===== src/design/wps_pkg.sv =====
// Package for the wireless power-save controller: offsets, fields, timing, states
package wps_pkg;

    // ==========================================================
    // Timing
    localparam int CLK_FREQ_HZ = 200_000_000;
    localparam int IDLE_TIME_MS = 200;
    localparam int IDLE_CYCLES = IDLE_TIME_MS * (CLK_FREQ_HZ / 1000);
    localparam int MS_CYCLES = CLK_FREQ_HZ / 1000;
    localparam int US_CYCLES = CLK_FREQ_HZ / 1_000_000;

    // ==========================================================
    // Register byte offsets
    localparam logic [5:0] REG_CTRL = 6'h00;
    localparam logic [5:0] REG_STATUS = 6'h04;
    localparam logic [5:0] REG_CTWIN = 6'h08;
    localparam logic [5:0] REG_OPP_SLEEP = 6'h0C;
    localparam logic [5:0] REG_NOA_CNT = 6'h10;
    localparam logic [5:0] REG_NOA_START = 6'h14;
    localparam logic [5:0] REG_NOA_DUR = 6'h18;
    localparam logic [5:0] REG_POLLS = 6'h1C;

    // ==========================================================
    // Fields
    localparam int CTRL_MODE_LSB = 0;
    localparam int CTRL_GO_BIT = 2;
    localparam int CTRL_NOA_ARM_BIT = 3;
    localparam logic [31:0] RESET_CTRL = 32'h0000_0000;
    localparam logic [15:0] RESET_CTWIN = 16'h000A;
    localparam logic [7:0] RESET_NOA_CNT = 8'h00;
    localparam logic [31:0] RESET_NOA_TIME = 32'h0000_0000;
    localparam logic [31:0] UNMAPPED_READ = 32'h0000_0000;

    // ==========================================================
    // Station modes written to CTRL
    localparam logic [1:0] MODE_NO_PS = 2'h0;
    localparam logic [1:0] MODE_LEGACY = 2'h1;
    localparam logic [1:0] MODE_ADAPTIVE = 2'h2;

    typedef enum logic [3:0] {
        ST_AWAKE,
        ST_ANNOUNCE,
        ST_WAIT_ACK,
        ST_DOZE,
        ST_CHECK_TIM,
        ST_POLL,
        ST_POLL_WAIT,
        ST_ADAPT_AWAKE,
        ST_GO_WINDOW,
        ST_GO_HOLD,
        ST_GO_SLEEP
    } wps_state_t;

endpackage : wps_pkg


===== src/design/wps_ctrl.sv =====
// Wireless power-save controller: station modes, group-owner sleep and absence
`timescale 1ns/1ps

module wps_ctrl #(
    parameter int IDLE_COUNT = wps_pkg::IDLE_CYCLES
) (
    input wire logic clk_i,
    input wire logic sys_rst_i,
    // Avalon-MM slave
    input wire logic [5:0] avs_address_i,
    input wire logic avs_read_i,
    input wire logic avs_write_i,
    input wire logic [31:0] avs_writedata_i,
    input wire logic [3:0] avs_byteenable_i,
    output logic [31:0] avs_readdata_o,
    output logic avs_waitrequest_o,
    // MAC side events (same clock)
    input wire logic tx_frame_i,
    input wire logic rx_frame_i,
    input wire logic ack_rx_i,
    input wire logic beacon_i,
    input wire logic dtim_i,
    input wire logic tim_aid_set_i,
    input wire logic more_data_i,
    input wire logic poll_reply_i,
    input wire logic all_clients_asleep_i,
    input wire logic probe_resp_i,
    // MAC requests
    output logic send_pm_frame_o,
    output logic send_ps_poll_o,
    output logic noa_ie_en_o,
    output logic client_tx_allowed_o,
    output logic radio_awake_o,
    output logic absent_o,
    output logic [1:0] station_mode_o
);
    import wps_pkg::*;

    // ==========================================================
    // Registers
    logic [31:0] ctrl_q;
    logic [15:0] ctwin_ms_q;
    logic [15:0] ctwin_live_q;
    logic opp_sleep_en_q;
    logic [7:0] noa_cnt_q;
    logic [31:0] noa_start_q;
    logic [31:0] noa_dur_q;
    logic rd_pend_q;
    logic [31:0] rdata_q;
    wps_state_t state_q;

    logic [1:0] mode;
    logic go_mode;
    logic wr;
    logic [31:0] wmask;
    logic frame_seen;

    assign mode = ctrl_q[CTRL_MODE_LSB +: 2];
    assign go_mode = ctrl_q[CTRL_GO_BIT];
    assign wr = avs_write_i;
    assign frame_seen = tx_frame_i || rx_frame_i;

    always_comb begin
        wmask = 32'h0000_0000;
        for (int b = 0; b < 4; b++) begin
            wmask[b*8 +: 8] = {8{avs_byteenable_i[b]}};
        end
    end

    // Writes complete at once; reads take one extra cycle
    assign avs_waitrequest_o = avs_read_i && !rd_pend_q;
    assign avs_readdata_o = rdata_q;

    always_ff @(posedge clk_i) begin
        if (sys_rst_i) begin
            rd_pend_q <= 1'b0;
        end else begin
            rd_pend_q <= avs_read_i && !rd_pend_q;
        end
    end

    // ==========================================================
    // Register writes
    always_ff @(posedge clk_i) begin
        if (sys_rst_i) begin
            ctrl_q <= RESET_CTRL;
            ctwin_ms_q <= RESET_CTWIN;
            noa_cnt_q <= RESET_NOA_CNT;
            noa_start_q <= RESET_NOA_TIME;
            noa_dur_q <= RESET_NOA_TIME;
        end else if (wr) begin
            unique case (avs_address_i)
                REG_CTRL: ctrl_q <= (ctrl_q & ~wmask) | (avs_writedata_i & wmask);
                REG_CTWIN: ctwin_ms_q <= (ctwin_ms_q & ~wmask[15:0])
                                       | (avs_writedata_i[15:0] & wmask[15:0]);
                REG_NOA_CNT: noa_cnt_q <= avs_byteenable_i[0] ? avs_writedata_i[7:0]
                                                               : noa_cnt_q;
                REG_NOA_START: noa_start_q <= (noa_start_q & ~wmask)
                                            | (avs_writedata_i & wmask);
                REG_NOA_DUR: noa_dur_q <= (noa_dur_q & ~wmask) | (avs_writedata_i & wmask);
                default: ;
            endcase
        end
    end

    // Window length only goes live when the enable is rewritten
    always_ff @(posedge clk_i) begin
        if (sys_rst_i) begin
            opp_sleep_en_q <= 1'b0;
            ctwin_live_q <= RESET_CTWIN;
        end else if (wr && avs_address_i == REG_OPP_SLEEP && avs_byteenable_i[0]) begin
            opp_sleep_en_q <= avs_writedata_i[0];
            ctwin_live_q <= ctwin_ms_q;
        end
    end

    // ==========================================================
    // Timers
    logic idle_load, idle_busy, idle_exp;
    logic win_load, win_busy, win_exp;
    logic noa_load, noa_busy, noa_exp;
    logic [31:0] win_count;
    logic [31:0] noa_count;

    wps_ms_timer u_idle (
        .clk_i(clk_i),
        .sys_rst_i(sys_rst_i),
        .load_i(idle_load),
        .count_i(32'(IDLE_COUNT)),
        .busy_o(idle_busy),
        .expire_o(idle_exp)
    );

    wps_ms_timer u_win (
        .clk_i(clk_i),
        .sys_rst_i(sys_rst_i),
        .load_i(win_load),
        .count_i(win_count),
        .busy_o(win_busy),
        .expire_o(win_exp)
    );

    wps_ms_timer u_noa (
        .clk_i(clk_i),
        .sys_rst_i(sys_rst_i),
        .load_i(noa_load),
        .count_i(noa_count),
        .busy_o(noa_busy),
        .expire_o(noa_exp)
    );

    // Idle timer restarts on every frame seen in ST_ADAPT_AWAKE or ST_DOZE
    assign idle_load = frame_seen && (state_q == ST_ADAPT_AWAKE || state_q == ST_DOZE);

    assign win_count = 32'(ctwin_live_q) * 32'(MS_CYCLES);
    assign win_load = beacon_i && go_mode && opp_sleep_en_q;

    // ==========================================================
    // Absence schedule (times in microseconds)
    logic [7:0] noa_left_q;
    logic noa_phase_q; // 0: waiting for start, 1: absent
    logic noa_run_q;

    assign noa_count = ((noa_run_q && !noa_phase_q) ? noa_dur_q : noa_start_q) * 32'(US_CYCLES);
    assign noa_load = (beacon_i && go_mode && ctrl_q[CTRL_NOA_ARM_BIT]
                       && !noa_run_q && noa_cnt_q != 8'h00)
                      || (noa_run_q && noa_exp && !(noa_phase_q && noa_left_q == 8'h01));

    always_ff @(posedge clk_i) begin
        if (sys_rst_i) begin
            noa_left_q <= 8'h00;
            noa_phase_q <= 1'b0;
            noa_run_q <= 1'b0;
        end else if (!noa_run_q) begin
            if (noa_load) begin
                noa_run_q <= 1'b1;
                noa_phase_q <= 1'b0;
                noa_left_q <= noa_cnt_q;
            end
        end else if (noa_exp) begin
            if (noa_phase_q) begin
                noa_left_q <= noa_left_q - 8'h01;
                noa_run_q <= (noa_left_q != 8'h01);
            end
            noa_phase_q <= !noa_phase_q;
        end
    end

    // Element advertised while a schedule is armed
    assign noa_ie_en_o = go_mode && ctrl_q[CTRL_NOA_ARM_BIT]
                         && (beacon_i || probe_resp_i);
    assign absent_o = noa_run_q && noa_phase_q && noa_busy;

    // ==========================================================
    // Power-save state machine
    logic [15:0] polls_q;

    always_ff @(posedge clk_i) begin
        if (sys_rst_i) begin
            state_q <= ST_AWAKE;
        end else if (go_mode) begin
            unique case (state_q)
                ST_GO_WINDOW: if (win_exp && !win_load) begin
                    state_q <= all_clients_asleep_i ? ST_GO_SLEEP : ST_GO_HOLD;
                end
                ST_GO_HOLD, ST_GO_SLEEP: if (win_load) begin
                    state_q <= ST_GO_WINDOW;
                end
                // A beacon that lands on entry opens the window at once
                default: state_q <= !opp_sleep_en_q ? ST_AWAKE
                                  : (win_load ? ST_GO_WINDOW : ST_GO_HOLD);
            endcase
        end else begin
            unique case (state_q)
                ST_AWAKE: begin
                    // Adaptive entry dozes at once; traffic wakes it later
                    if (mode == MODE_LEGACY || mode == MODE_ADAPTIVE) begin
                        state_q <= ST_ANNOUNCE;
                    end
                end
                ST_ANNOUNCE: state_q <= ST_WAIT_ACK;
                ST_WAIT_ACK: begin
                    if (mode == MODE_NO_PS) begin
                        state_q <= ST_AWAKE;
                    end else if (ack_rx_i) begin
                        state_q <= ST_DOZE;
                    end
                end
                ST_DOZE: begin
                    if (mode == MODE_NO_PS) begin
                        state_q <= ST_AWAKE;
                    end else if (mode == MODE_ADAPTIVE && frame_seen) begin
                        state_q <= ST_ADAPT_AWAKE;
                    end else if (dtim_i) begin
                        state_q <= ST_CHECK_TIM;
                    end
                end
                ST_CHECK_TIM: state_q <= tim_aid_set_i ? ST_POLL : ST_DOZE;
                ST_POLL: state_q <= ST_POLL_WAIT;
                ST_POLL_WAIT: begin
                    if (poll_reply_i) begin
                        state_q <= more_data_i ? ST_POLL : ST_DOZE;
                    end
                end
                ST_ADAPT_AWAKE: begin
                    if (mode != MODE_ADAPTIVE) begin
                        state_q <= ST_AWAKE;
                    end else if (idle_exp && !frame_seen) begin
                        state_q <= ST_ANNOUNCE;
                    end
                end
                default: state_q <= ST_AWAKE;
            endcase
        end
    end

    always_ff @(posedge clk_i) begin
        if (sys_rst_i) begin
            polls_q <= 16'h0000;
        end else if (state_q == ST_POLL) begin
            polls_q <= polls_q + 16'h0001;
        end
    end

    assign send_pm_frame_o = (state_q == ST_ANNOUNCE);
    assign send_ps_poll_o = (state_q == ST_POLL);
    assign client_tx_allowed_o = go_mode && (state_q == ST_GO_WINDOW || !opp_sleep_en_q)
                                 && !absent_o;
    assign radio_awake_o = !(state_q == ST_DOZE || state_q == ST_GO_SLEEP || absent_o);
    assign station_mode_o = mode;

    // ==========================================================
    // Register reads
    always_ff @(posedge clk_i) begin
        if (sys_rst_i) begin
            rdata_q <= UNMAPPED_READ;
        end else if (avs_read_i && !rd_pend_q) begin
            unique case (avs_address_i)
                REG_CTRL: rdata_q <= ctrl_q;
                REG_STATUS: rdata_q <= {20'h00000, idle_busy, win_busy, noa_run_q,
                                        radio_awake_o, 4'(state_q), noa_left_q[3:0]};
                REG_CTWIN: rdata_q <= {16'h0000, ctwin_ms_q};
                REG_OPP_SLEEP: rdata_q <= {15'h0000, ctwin_live_q, opp_sleep_en_q};
                REG_NOA_CNT: rdata_q <= {24'h000000, noa_cnt_q};
                REG_NOA_START: rdata_q <= noa_start_q;
                REG_NOA_DUR: rdata_q <= noa_dur_q;
                REG_POLLS: rdata_q <= {16'h0000, polls_q};
                default: rdata_q <= UNMAPPED_READ;
            endcase
        end
    end

endmodule : wps_ctrl


===== src/design/wps_ms_timer.sv =====
// Down-counting timer used for windows, absences and the idle period
`timescale 1ns/1ps

module wps_ms_timer (
    input wire logic clk_i,
    input wire logic sys_rst_i,
    input wire logic load_i,
    input wire logic [31:0] count_i,
    output logic busy_o,
    output logic expire_o
);

    logic [31:0] cnt_q;

    always_ff @(posedge clk_i) begin
        if (sys_rst_i) begin
            cnt_q <= 32'h0000_0000;
        end else if (load_i) begin
            cnt_q <= count_i;
        end else if (cnt_q != 32'h0000_0000) begin
            cnt_q <= cnt_q - 32'h0000_0001;
        end
    end

    assign busy_o = (cnt_q != 32'h0000_0000);
    // Raw expiry from the registered count; a caller that reloads on expiry can feed it back into load
    assign expire_o = (cnt_q == 32'h0000_0001);

endmodule : wps_ms_timer


===== config.mk =====
export PLATFORM = sky130hd
export DESIGN_NAME = wps_ctrl
export DESIGN_NICKNAME = d
export VERILOG_FILES = /design/src/design/wps_pkg.sv /design/src/design/wps_ctrl.sv /design/src/design/wps_ms_timer.sv
export SDC_FILE = /design/constraint.sdc
export NUM_CORES = 1
export LEC_CHECK = 0
export ABC_AREA = 1
export BUFFER_PORTS_ARGS = -buffer_cell sky130_fd_sc_hd__buf_2
export CORE_MARGIN = 2
export CORE_UTILIZATION = 25
export CTS_CLUSTER_SIZE = 16
export DETAILED_ROUTE_END_ITERATION = 8
export PLACE_DENSITY_LB_ADDON = 0.08
export SYNTH_ARGS = -nofsm -noshare
export SYNTH_HDL_FRONTEND = slang
export SYNTH_HIERARCHICAL = 1
export SYNTH_SLANG_ARGS = --single-unit

===== constraint.sdc =====
create_clock -name clk_i -period 10.2 [get_ports clk_i]
set_input_delay 1.02 -clock clk_i [delete_from_list [all_inputs] [get_ports clk_i]]
set_output_delay 1.02 -clock clk_i [all_outputs]
set_load 0.01 [all_outputs]

Yosys cells after proc, flatten, opt, wreduce, memory -nomap -nowiden
Index checks and enable logic that the tools add are counted.

storage, ports and cells
  register bits after elaboration = 296
  ROM bits = 0
  bits of input ports = 56
  output and inout bits = 41
  memories kept = 0
  memory bits (writable) = 0
  latch bits = 0

operators by class
  bitwise gates (word level) = 12
  reduce and logical (&&, ||, !) cells = 62
  muxes and demuxes = 38
  shift-type cells = 0
  add/sub/neg operators = 5
  multipliers = 2
  divide/modulo/power cells = 0
  equal/unequal tests = 34
  magnitude comparators = 0

operator list
  operator                number
  $pmux 32 s8             1
  $mux 32                 5
  $and 32x32->32          4
  $eq 32x1->1 const B     3
  $or 32x32->32           3
  $reduce_bool 32->1      3
  $sub 32x1->32 const B   3
  $mux 26                 2
  $mux 4                  13
  $and 16x16->16          2
  $mul 32x5->29 const B   1
  $mux 8                  4
  $not 32->32             1
  $pmux 4 s8              1
  $mul 16x12->26 const B  1
  $eq 6x5->1 const B      4
  $logic_and 1x1->1       22
  $add 16x1->16 const B   1
  $eq 4x3->1 const B      4
  $not 16->16             1
  $or 16x16->16           1
  $eq 4x4->1 const B      3
  $eq 6x4->1 const B      2
  $ne 3x3->1 const B      4
  other kinds (27)        64

Depth between registers and ports, before layout
Gate-level depths: netlist of run 1.

  depth after elaboration = 7
  depth in mapped cells = 27
  mapped depth without buffers = 26

Hierarchy
Netlist of run 1, hierarchy kept.

modules (own cells, without submodules)
  module        cells each  seq. area each (µm²)  times used  area an instance (µm²)
  wps_ctrl      2346        4003.8                1           16335.7
  wps_ms_timer  405         640.6                 3           2343.5

Worst setup path before layout of run 1
OpenSTA, ideal clock, no wires.

  kind = register -> register
  start point = register ctwin_live_q[3]
  end point = register u_win.cnt_q[26]
  stages on the path, launching flop included = 23
  arrival time = 4.003 ns
  period minus slack after synthesis = 4.131 ns
  slack = 6.069 ns
  required time = 10.073 ns
  library setup time = 0.127 ns
  cells stage by stage = dfxtp_1 ha_1 ha_1 xor2_1 inv_1 ha_1 a31o_2 fa_1 inv_1 fa_1 inv_1 ha_1 a21oi_1 a21boi_0 nor2_1 nor2_1 nand2_1 nand2_1 nand2_1 nor2_1 nor2_1 nand2_1 nor2_1

between the ends
  cells in the longest elaborated chain, start to end = 2

RTL lines
  what                    RTL line            text
  start, declared         wps_ctrl.sv:43      logic [15:0] ctwin_live_q;
  start signal, assigned  wps_ctrl.sv:113     ctwin_live_q <= ctwin_ms_q;
  $mul 16x12->26          wps_ctrl.sv:155     assign win_count = 32'(ctwin_live_q) * 32'(MS_CYCLES);
  net win_count[26]       wps_ctrl.sv:122     logic [31:0] win_count;
  $mux 32                 wps_ms_timer.sv:18  end else if (load_i) begin
  end signal, assigned    wps_ms_timer.sv:19  cnt_q <= count_i;
  end signal, assigned    wps_ms_timer.sv:21  cnt_q <= cnt_q - 32'h0000_0001;
  end, declared           wps_ms_timer.sv:13  logic [31:0] cnt_q;

The timed path passes the listed nets, and every way through them passes these cells.
A chain may end at the register's enable or synchronous reset.

Worst setup path in the final report of run 1
  start point = register ctwin_live_q[3]
  end point = register u_win.cnt_q[22]

The elaborated chain is that of the path after synthesis.

==> flow_summary.ini, run 1 <==
[outcome]
status = complete, no violations

[clock_network]
clk_pin_slew_ns = 0.06
htree_levels = 2
cts_hold_buf = 0
cts_tree = yes
cts_buffers = 43
insertion_delay_ns = 0.60
ctsResizeCount = 0
cts_setup_buffers = 0
clockRootBuffer = clkbuf_16
clock_path_buffers = 3
cts.sinks = 296

[critical_path]
path_buf_inv = 3
cp_max_fo = 7
r2r_start = ctwin_live_q[3]$_SDFFE_PP1P_
cpMaxStageDelayCell = fa_1
timing.rr.end = u_win/cnt_q[22]$_SDFFE_PP0P_
cp-start-kind = register
end_kind = register
critPathMaxStageDelay_ns = 0.52
required_ns = 10.72
ff2ff_setup_slack_ns = 5.36
crit_chain = ha_1 > ha_1 > xor2_1 > inv_1 > ha_1 > a31o_2 > fa_1 > inv_1 > fa_1 > inv_1 > ha_1 > a21oi_1 > a21boi_0 > nand3_1 > xor2_1 > nor2_1 > nor2_1 > nand2_1 > nor2_1
crit_top_cell = ha_1
crit_family = adder cells
arrival_ns = 5.36
critPathKind = reg2reg
rr_worst_depth = 19

[logic_synthesis]
ys_seq_area_share_pct = 25.4
synth_top_family_by_area = simple AND/OR/NAND/NOR gates
async_flop_share_pct = 0
ys_warn_count = 6
synth_mux_area_share_pct = 0
synthCells = 3561
synth-edff-count = 0
synthFlopType = dfxtp_1
synth-xor-area-share_pct = 2.21
synth_fa_ha_area_share_pct = 15.1
synth_area_per_cell_um2 = 6.56
ys_ff_latch = 296
synth-simple-area-share_pct = 34.0
syn_area_um2 = 23400
synth_compound_area_share_pct = 12.4
yosysUniqueCellTypes = 51

[routing]
drc = 0
drtIter0Drc = 1301
wl_per_cell_um = 16.5
viasPerCell = 4.41
vias = 21788
firstDrtPassIters = 5
ant_nets = 0
postRouteWirelength_mm = 81.7

[finish]
final_nets = 3954
drive_gt1_share_pct = 9.32
fillers = 10525
postLayoutCoreUtil_pct = 28.6
stdcell_count = 4938
areaGrowthSynthToFinish_pct = 13.6
seqCellArea_um2 = 5930
stdcell_area_um2 = 26500
multi_input_area_um2 = 15100

[hold_path]
min_path_type = reg2reg
whs_path_depth = 2

[global_route]
grt.total_usage_pct = 17.2
grt_pass1_vias = 21806
grt_pass1_wl_mm = 129
grt_overflow = 0
grt_max_degree = 93
antenna_found_initial = 3

[timing]
layout_setup_ws_ns = 5.36
skew_ns = 0.0298
fmax_mhz = 207
fin_crit_sh_pct = 47.5
setup_violations = 0
min_period_ns = 4.84
slew_headroom_pct = 36.2
hold_viol_final = 0
worstMarginPinSlew_ns = 0.947
rsz0062_at_grt = false
holdWs_ns = 0.453
final.setup.tns_ns = 0
slew_viol_final = 0

[die]
io_pins = 97
die_x_um = 310
die-area_um2 = 95900
start_util_pct = 25.1
fp.dieH_um = 310
rows = 112
core_um2 = 92900

[placement]
placed_area_um2 = 25100
portBuffers = 96
dp_slack_ns = 5.37
gp_congestion = 0.822
dp_hpwl_mm = 63.9
placed_cells = 4861

[power_and_ir_drop]
peakVddDrop_mv = 0.151
power_density_nw_per_um2 = 214
leakagePower_nw = 12.9
power_mw = 5.69

[flow_run]
max-cap-violations = 0
==> worst reg2reg max path: stages, from the launching register on <==
cell and delay (ns):
dfxtp_1 0.48, ha_1 0.32, ha_1 0.35, xor2_1 0.19, inv_1 0.06, ha_1 0.18
a31o_2 0.23, fa_1 0.50, inv_1 0.05, fa_1 0.52, inv_1 0.04, ha_1 0.33
a21oi_1 0.21, a21boi_0 0.43, nand3_1 0.21, xor2_1 0.27, nor2_1 0.10, nor2_1 0.15
nand2_1 0.06, nor2_1 0.07
==> worst max-delay path by stage <==
stage,startpoint,endpoint,slack [ns],cells after the start
6_report,ctwin_live_q[3]$_SDFFE_PP1P_,u_win/cnt_q[22]$_SDFFE_PP0P_,5.36,19
5_1_grt,noa_run_q$_SDFF_PP0_,u_noa/cnt_q[31]$_SDFFE_PP0P_,4.92,23
4_1_cts,ctwin_live_q[3]$_SDFFE_PP1P_,u_win/cnt_q[22]$_SDFFE_PP0P_,5.34,19
3_5_place_dp,ctwin_live_q[3]$_SDFFE_PP1P_,u_win/cnt_q[22]$_SDFFE_PP0P_,5.37,19
3_3_place_gp,noa_run_q$_SDFF_PP0_,u_noa/cnt_q[16]$_SDFFE_PP0P_,5.38,17
2_1_floorplan,ctwin_live_q[3]$_SDFFE_PP1P_,u_win/cnt_q[26]$_SDFFE_PP0P_,6.07,22
==> cells in the final DEF (no fill, tap or decap), types with 43 or more instances in the layout <==
master and count:
nand2_1 757, nor2_1 588, inv_1 506, dfxtp_1 296
o21ai_0 229, a21oi_1 215, nand3_1 206, ha_1 185
buf_2 95, fa_1 61, nand4_1 48, xor2_1 43
clkbuf_16 43
==> cell usage after synthesis (3+ instances only) <==
cell	number	share of area (%)
a21oi_1	215	4.6
a21o_1	5	0.16
nand2_2	35	0.94
nor2_8	6	0.51
nor2_2	31	0.83
nor4_1	5	0.13
nand3_1	206	4.4
or2_2	5	0.13
o21bai_1	8	0.26
clkinv_1	4	0.064
nor2_4	28	1.3
buf_2	30	0.64
ha_1	185	9.9
o211ai_1	6	0.19
xor2_1	43	1.6
nand4_1	48	1.3
buf_6	11	0.53
inv_2	12	0.19
inv_1	507	8.1
o21ai_0	230	4.9
nand3b_1	10	0.32
nor2_1	589	9.5
clkbuf_1	46	0.74
xnor2_1	16	0.60
nand2_4	10	0.48
nor3_4	3	0.21
dfxtp_1	296	25
and2_1	4	0.11
a21boi_0	4	0.13
or2_0	6	0.16
nand3_2	16	0.69
o21ai_1	29	0.62
a21oi_2	5	0.19
fa_1	61	5.2
a31oi_1	6	0.16
o21ai_2	6	0.22
nand2_1	757	12
buf_4	12	0.39
o221ai_1	14	0.52
nor3_1	32	0.69
a211oi_1	3	0.096
==> layout make-up <==
type | count | area share (%)
clock buffers | 62 | 4.78
multi-input cells | 2679 | 56.8
well taps | 1254 | 5.91
repair buffers | 109 | 2.19
inverters | 523 | 7.40
clock inverters | 13 | 0.613
diodes | 2 | 0.0189
flip-flops and latches | 296 | 22.3
==> power breakdown <==
part | internal (mW) | switching (mW) | total [mW]
sequential | 1.32 | 0.183 | 1.50
combinational | 0.817 | 1.85 | 2.66
clock | 0.895 | 0.629 | 1.52
total | 3.03 | 2.66 | 5.69
==> kinds of logic (layout without fill, tap and decap cells) <==
| logic type | Yosys count | count (layout) |
|---|---|---|
| AO/OA/AOI/OAI | 540 | 540 |
| XOR/XNOR | 59 | 59 |
| adder cells (fa/ha/maj) | 246 | 246 |
| buffers and inverters | 625 | 707 |
| flip-flops | 296 | 296 |
| other | 2 | 43 |
| AND/OR/NAND/NOR | 1793 | 1793 |
==> per-layer routing <==
layer / track usage (%) / share of wire (%) / vias up
met3: 1.90 / 3.0 / 65
met2: 25.5 / 40 / 285
met4: 3.05 / 1.4 / 4
met1: 26.5 / 55 / 9944
met5: 0 / 0.026 / -
li1: - / - / 11490
No activity file was read; power rests on OpenSTA's default activity.
==> inputs of run 2 (changes only) <==
--- a/config.mk
+++ b/config.mk
@@ -5,7 +5,7 @@
 export SDC_FILE = /design/constraint.sdc
 export NUM_CORES = 1
 export LEC_CHECK = 0
-export ABC_AREA = 1
+export ABC_AREA = 0
 export BUFFER_PORTS_ARGS = -buffer_cell sky130_fd_sc_hd__buf_2
 export CORE_MARGIN = 2
 export CORE_UTILIZATION = 25
==> constraint.sdc (replaced) <==
create_clock -name clk_i -period 3.95 [get_ports clk_i]
set_input_delay 0.395 -clock clk_i [delete_from_list [all_inputs] [get_ports clk_i]]
set_output_delay 0.395 -clock clk_i [all_outputs]
set_load 0.01 [all_outputs]
==> run 2 against run 1 <==
Against the previous run: the flow now finishes with violations (setup timing); global-route usage shrank 1.1 points; maximum frequency rose by 11%; register-to-register slack got worse by 5.8 ns; sequential share of layout area down 0.84 points; cell area up 4.8%; count of clock-buffer cells in the layout grew 1; die area down 12%; largest power group unchanged.
==> flow_summary.ini, run 2 <==
[die]
start_util_pct = 25.3
io_pins = 97
die_x_um = 290
fp.dieH_um = 290
core_um2 = 80700
die-area_um2 = 84000
rows = 104

[critical_path]
cp-start-kind = register
arrival_ns = 4.84
ff2ff_setup_slack_ns = -0.41
end_kind = register
cp_max_fo = 3
timing.rr.end = u_win/cnt_q[25]$_SDFFE_PP0P_
rr_worst_depth = 19
r2r_start = ctwin_live_q[7]$_SDFFE_PP0P_
critPathKind = reg2reg
required_ns = 4.43

[timing]
holdWs_ns = 0.0825
final.setup.tns_ns = -3.18
rsz0062_at_grt = true
skew_ns = 0.0256
slew_headroom_pct = 25.5
layout_setup_ws_ns = -0.407
min_period_ns = 4.36
hold_viol_final = 0
setup_violations = 21
fin_crit_sh_pct = 110
fmax_mhz = 230
slew_viol_final = 0
worstMarginPinSlew_ns = 1.11

[routing]
firstDrtPassIters = 8
drtIter0Drc = 1174
ant_nets = 0
postRouteWirelength_mm = 68.5
vias = 19037
viasPerCell = 4.83
wl_per_cell_um = 17.4
drc = 0

[global_route]
grt.total_usage_pct = 16.1
grt_pass1_wl_mm = 109
grt_pass1_vias = 19314
antenna_found_initial = 9
grt_overflow = 0
grt_max_degree = 87

[placement]
dp_hpwl_mm = 50.3
placed_cells = 3807
portBuffers = 96
dp_slack_ns = -0.532
gp_congestion = 0.815
placed_area_um2 = 24000

[hold_path]
min_path_type = in2reg
hold_start = avs_writedata_i[31]
whs_path_depth = 3

[logic_synthesis]
yosysUniqueCellTypes = 80
ys_seq_area_share_pct = 29.0
yosysMostFrequentCell = nand2_1
async_flop_share_pct = 0
synth_top_area_share_pct = 29.0
synth_area_per_cell_um2 = 8.17
synthCells = 2498
netlist.top_cell.by_area = dfxtp_1
synth.top_cells.by_area = dfxtp_1 29%, ha_1 11%, fa_1 6.0%
ys_ff_latch = 296
synthFlopType = dfxtp_1
ys_top_cells_by_count = 316 x nand2_1, 296 x dfxtp_1, 230 x nor2_1, 229 x inv_1, 221 x a21oi_1
synth-edff-count = 0
ys_warn_count = 6
syn_area_um2 = 20400

[clock_network]
cts_tree = yes
cts_buffers = 41
cts.sinks = 296
clk_pin_slew_ns = 0.06
htree_levels = 2
clock_path_buffers = 3
clockRootBuffer = clkbuf_16
insertion_delay_ns = 0.58

[power_and_ir_drop]
power.share.sequential_pct = 33.1
netSwitchingFraction_pct = 38.9
p_int_mw = 7.29
leakagePower_nw = 11.5
peakVddDrop_mv = 0.300
clkPwrFrac_pct = 29.9
power_density_nw_per_um2 = 429
combPwrFrac_pct = 37.0
switching_power_mw = 4.65

[flow_run]
max-cap-violations = 0

[finish]
mostFrequentLayoutCells = 303 x nand2_1, 281 x dfxtp_1, 254 x buf_4
areaGrowthSynthToFinish_pct = 36.1
fillers = 8460
layout_commonest_cell = nand2_1
stdcell_count = 3942
stdcell_area_um2 = 27800
final_nets = 3153
drive_gt1_share_pct = 28.8

[outcome]
violations = setup timing
status = finished, violations left
## run 2: power by group through the flow
| stage | clock [mW] | combinational, mW | sequential [mW] |
|---|---|---|---|
| after CTS | 3.72 | 4.39 | 3.94 |
| after floorplan | 0 | 3.28 | 3.85 |
| after global routing | 3.83 | 4.92 | 4.04 |
| final | 3.57 | 4.41 | 3.95 |
| after global placement | 0 | 4.35 | 4.00 |
| after detailed placement | 0 | 4.35 | 4.00 |
## run 2: repair_timing
item | CTS | global route
setup endpoints to repair | 29 | 31
hold buffers | 0 | 0
setup buffers | 41 | 30
gates resized for setup | 224 | 188
pin swaps | 130 | 128
gates cloned | 1 | 0
hold endpoints to repair | 0 | 0
## run 2: metal layers
metal / share of wire (%) / global-route usage [%] / routed length (um)
met4: 1.8 / 3.58 / 1250
met1: 50 / 23.2 / 34500
met2: 43 / 24.6 / 29200
met5: 0.14 / 0 / 98
met3: 5.0 / 3.04 / 3430
## run 2: logic make-up after synthesis
logic type,count (synthesis),share of synthesized area (%)
DFF,296,29.0
other,2,0.0368
xor gates and xnor gates,132,5.66
muxes,65,3.25
adders and majority gates,246,17.3
AOI/OAI and AO/OA,549,17.5
and+or+nand+nor,858,20.4
buffers and inverters,350,6.86
## run 2: worst max-delay path: stages (launching register included)
cell      delay [ns]
dfxtp_4         0.36
ha_4            0.27
ha_4            0.13
inv_4           0.04
fa_1            0.47
inv_1           0.05
fa_1            0.47
inv_1           0.05
fa_1            0.49
inv_2           0.05
ha_4            0.15
or4_4           0.49
o22ai_4         0.22
buf_6           0.14
o221ai_4        0.13
a21o_1          0.19
a21oi_2         0.17
xnor2_2         0.15
nor2_1          0.06
a211oi_1        0.17
## run 2: how the worst max path moves through the flow
stage	start	endpoint
after global routing	ctwin_live_q[14]$_SDFFE_PP0P_	u_win/cnt_q[31]$_SDFFE_PP0P_
after CTS	ctwin_live_q[12]$_SDFFE_PP0P_	u_win/cnt_q[31]$_SDFFE_PP0P_
after detailed placement	ctwin_live_q[3]$_SDFFE_PP1P_	u_win/cnt_q[31]$_SDFFE_PP0P_
after floorplan	ctwin_live_q[7]$_SDFFE_PP0P_	u_win/cnt_q[31]$_SDFFE_PP0P_
after global placement	ctwin_live_q[3]$_SDFFE_PP1P_	u_win/cnt_q[31]$_SDFFE_PP0P_
final	ctwin_live_q[7]$_SDFFE_PP0P_	u_win/cnt_q[25]$_SDFFE_PP0P_
## run 2: stage by stage
step | power (mW) | util (%)
after floorplan | 7.13 | -
after global placement | 8.35 | 29.7
after detailed placement | 8.36 | 29.7
after CTS | 12.1 | 33.2
after global routing | 12.8 | 34.5
final | 11.9 | 34.5
## run 2: final cells by class
class	instances	area [um2]	share of cell area, %
Clock inverter	10	77.6	0.279
Sequential cell	296	5970	21.5
Multi-Input combinational cell	1891	15400	55.6
Antenna cell	1	2.50	0.00900
Timing Repair Buffer	391	2920	10.5
Clock buffer	63	1180	4.24
Inverter	230	873	3.14
Tap cell	1060	1330	4.77
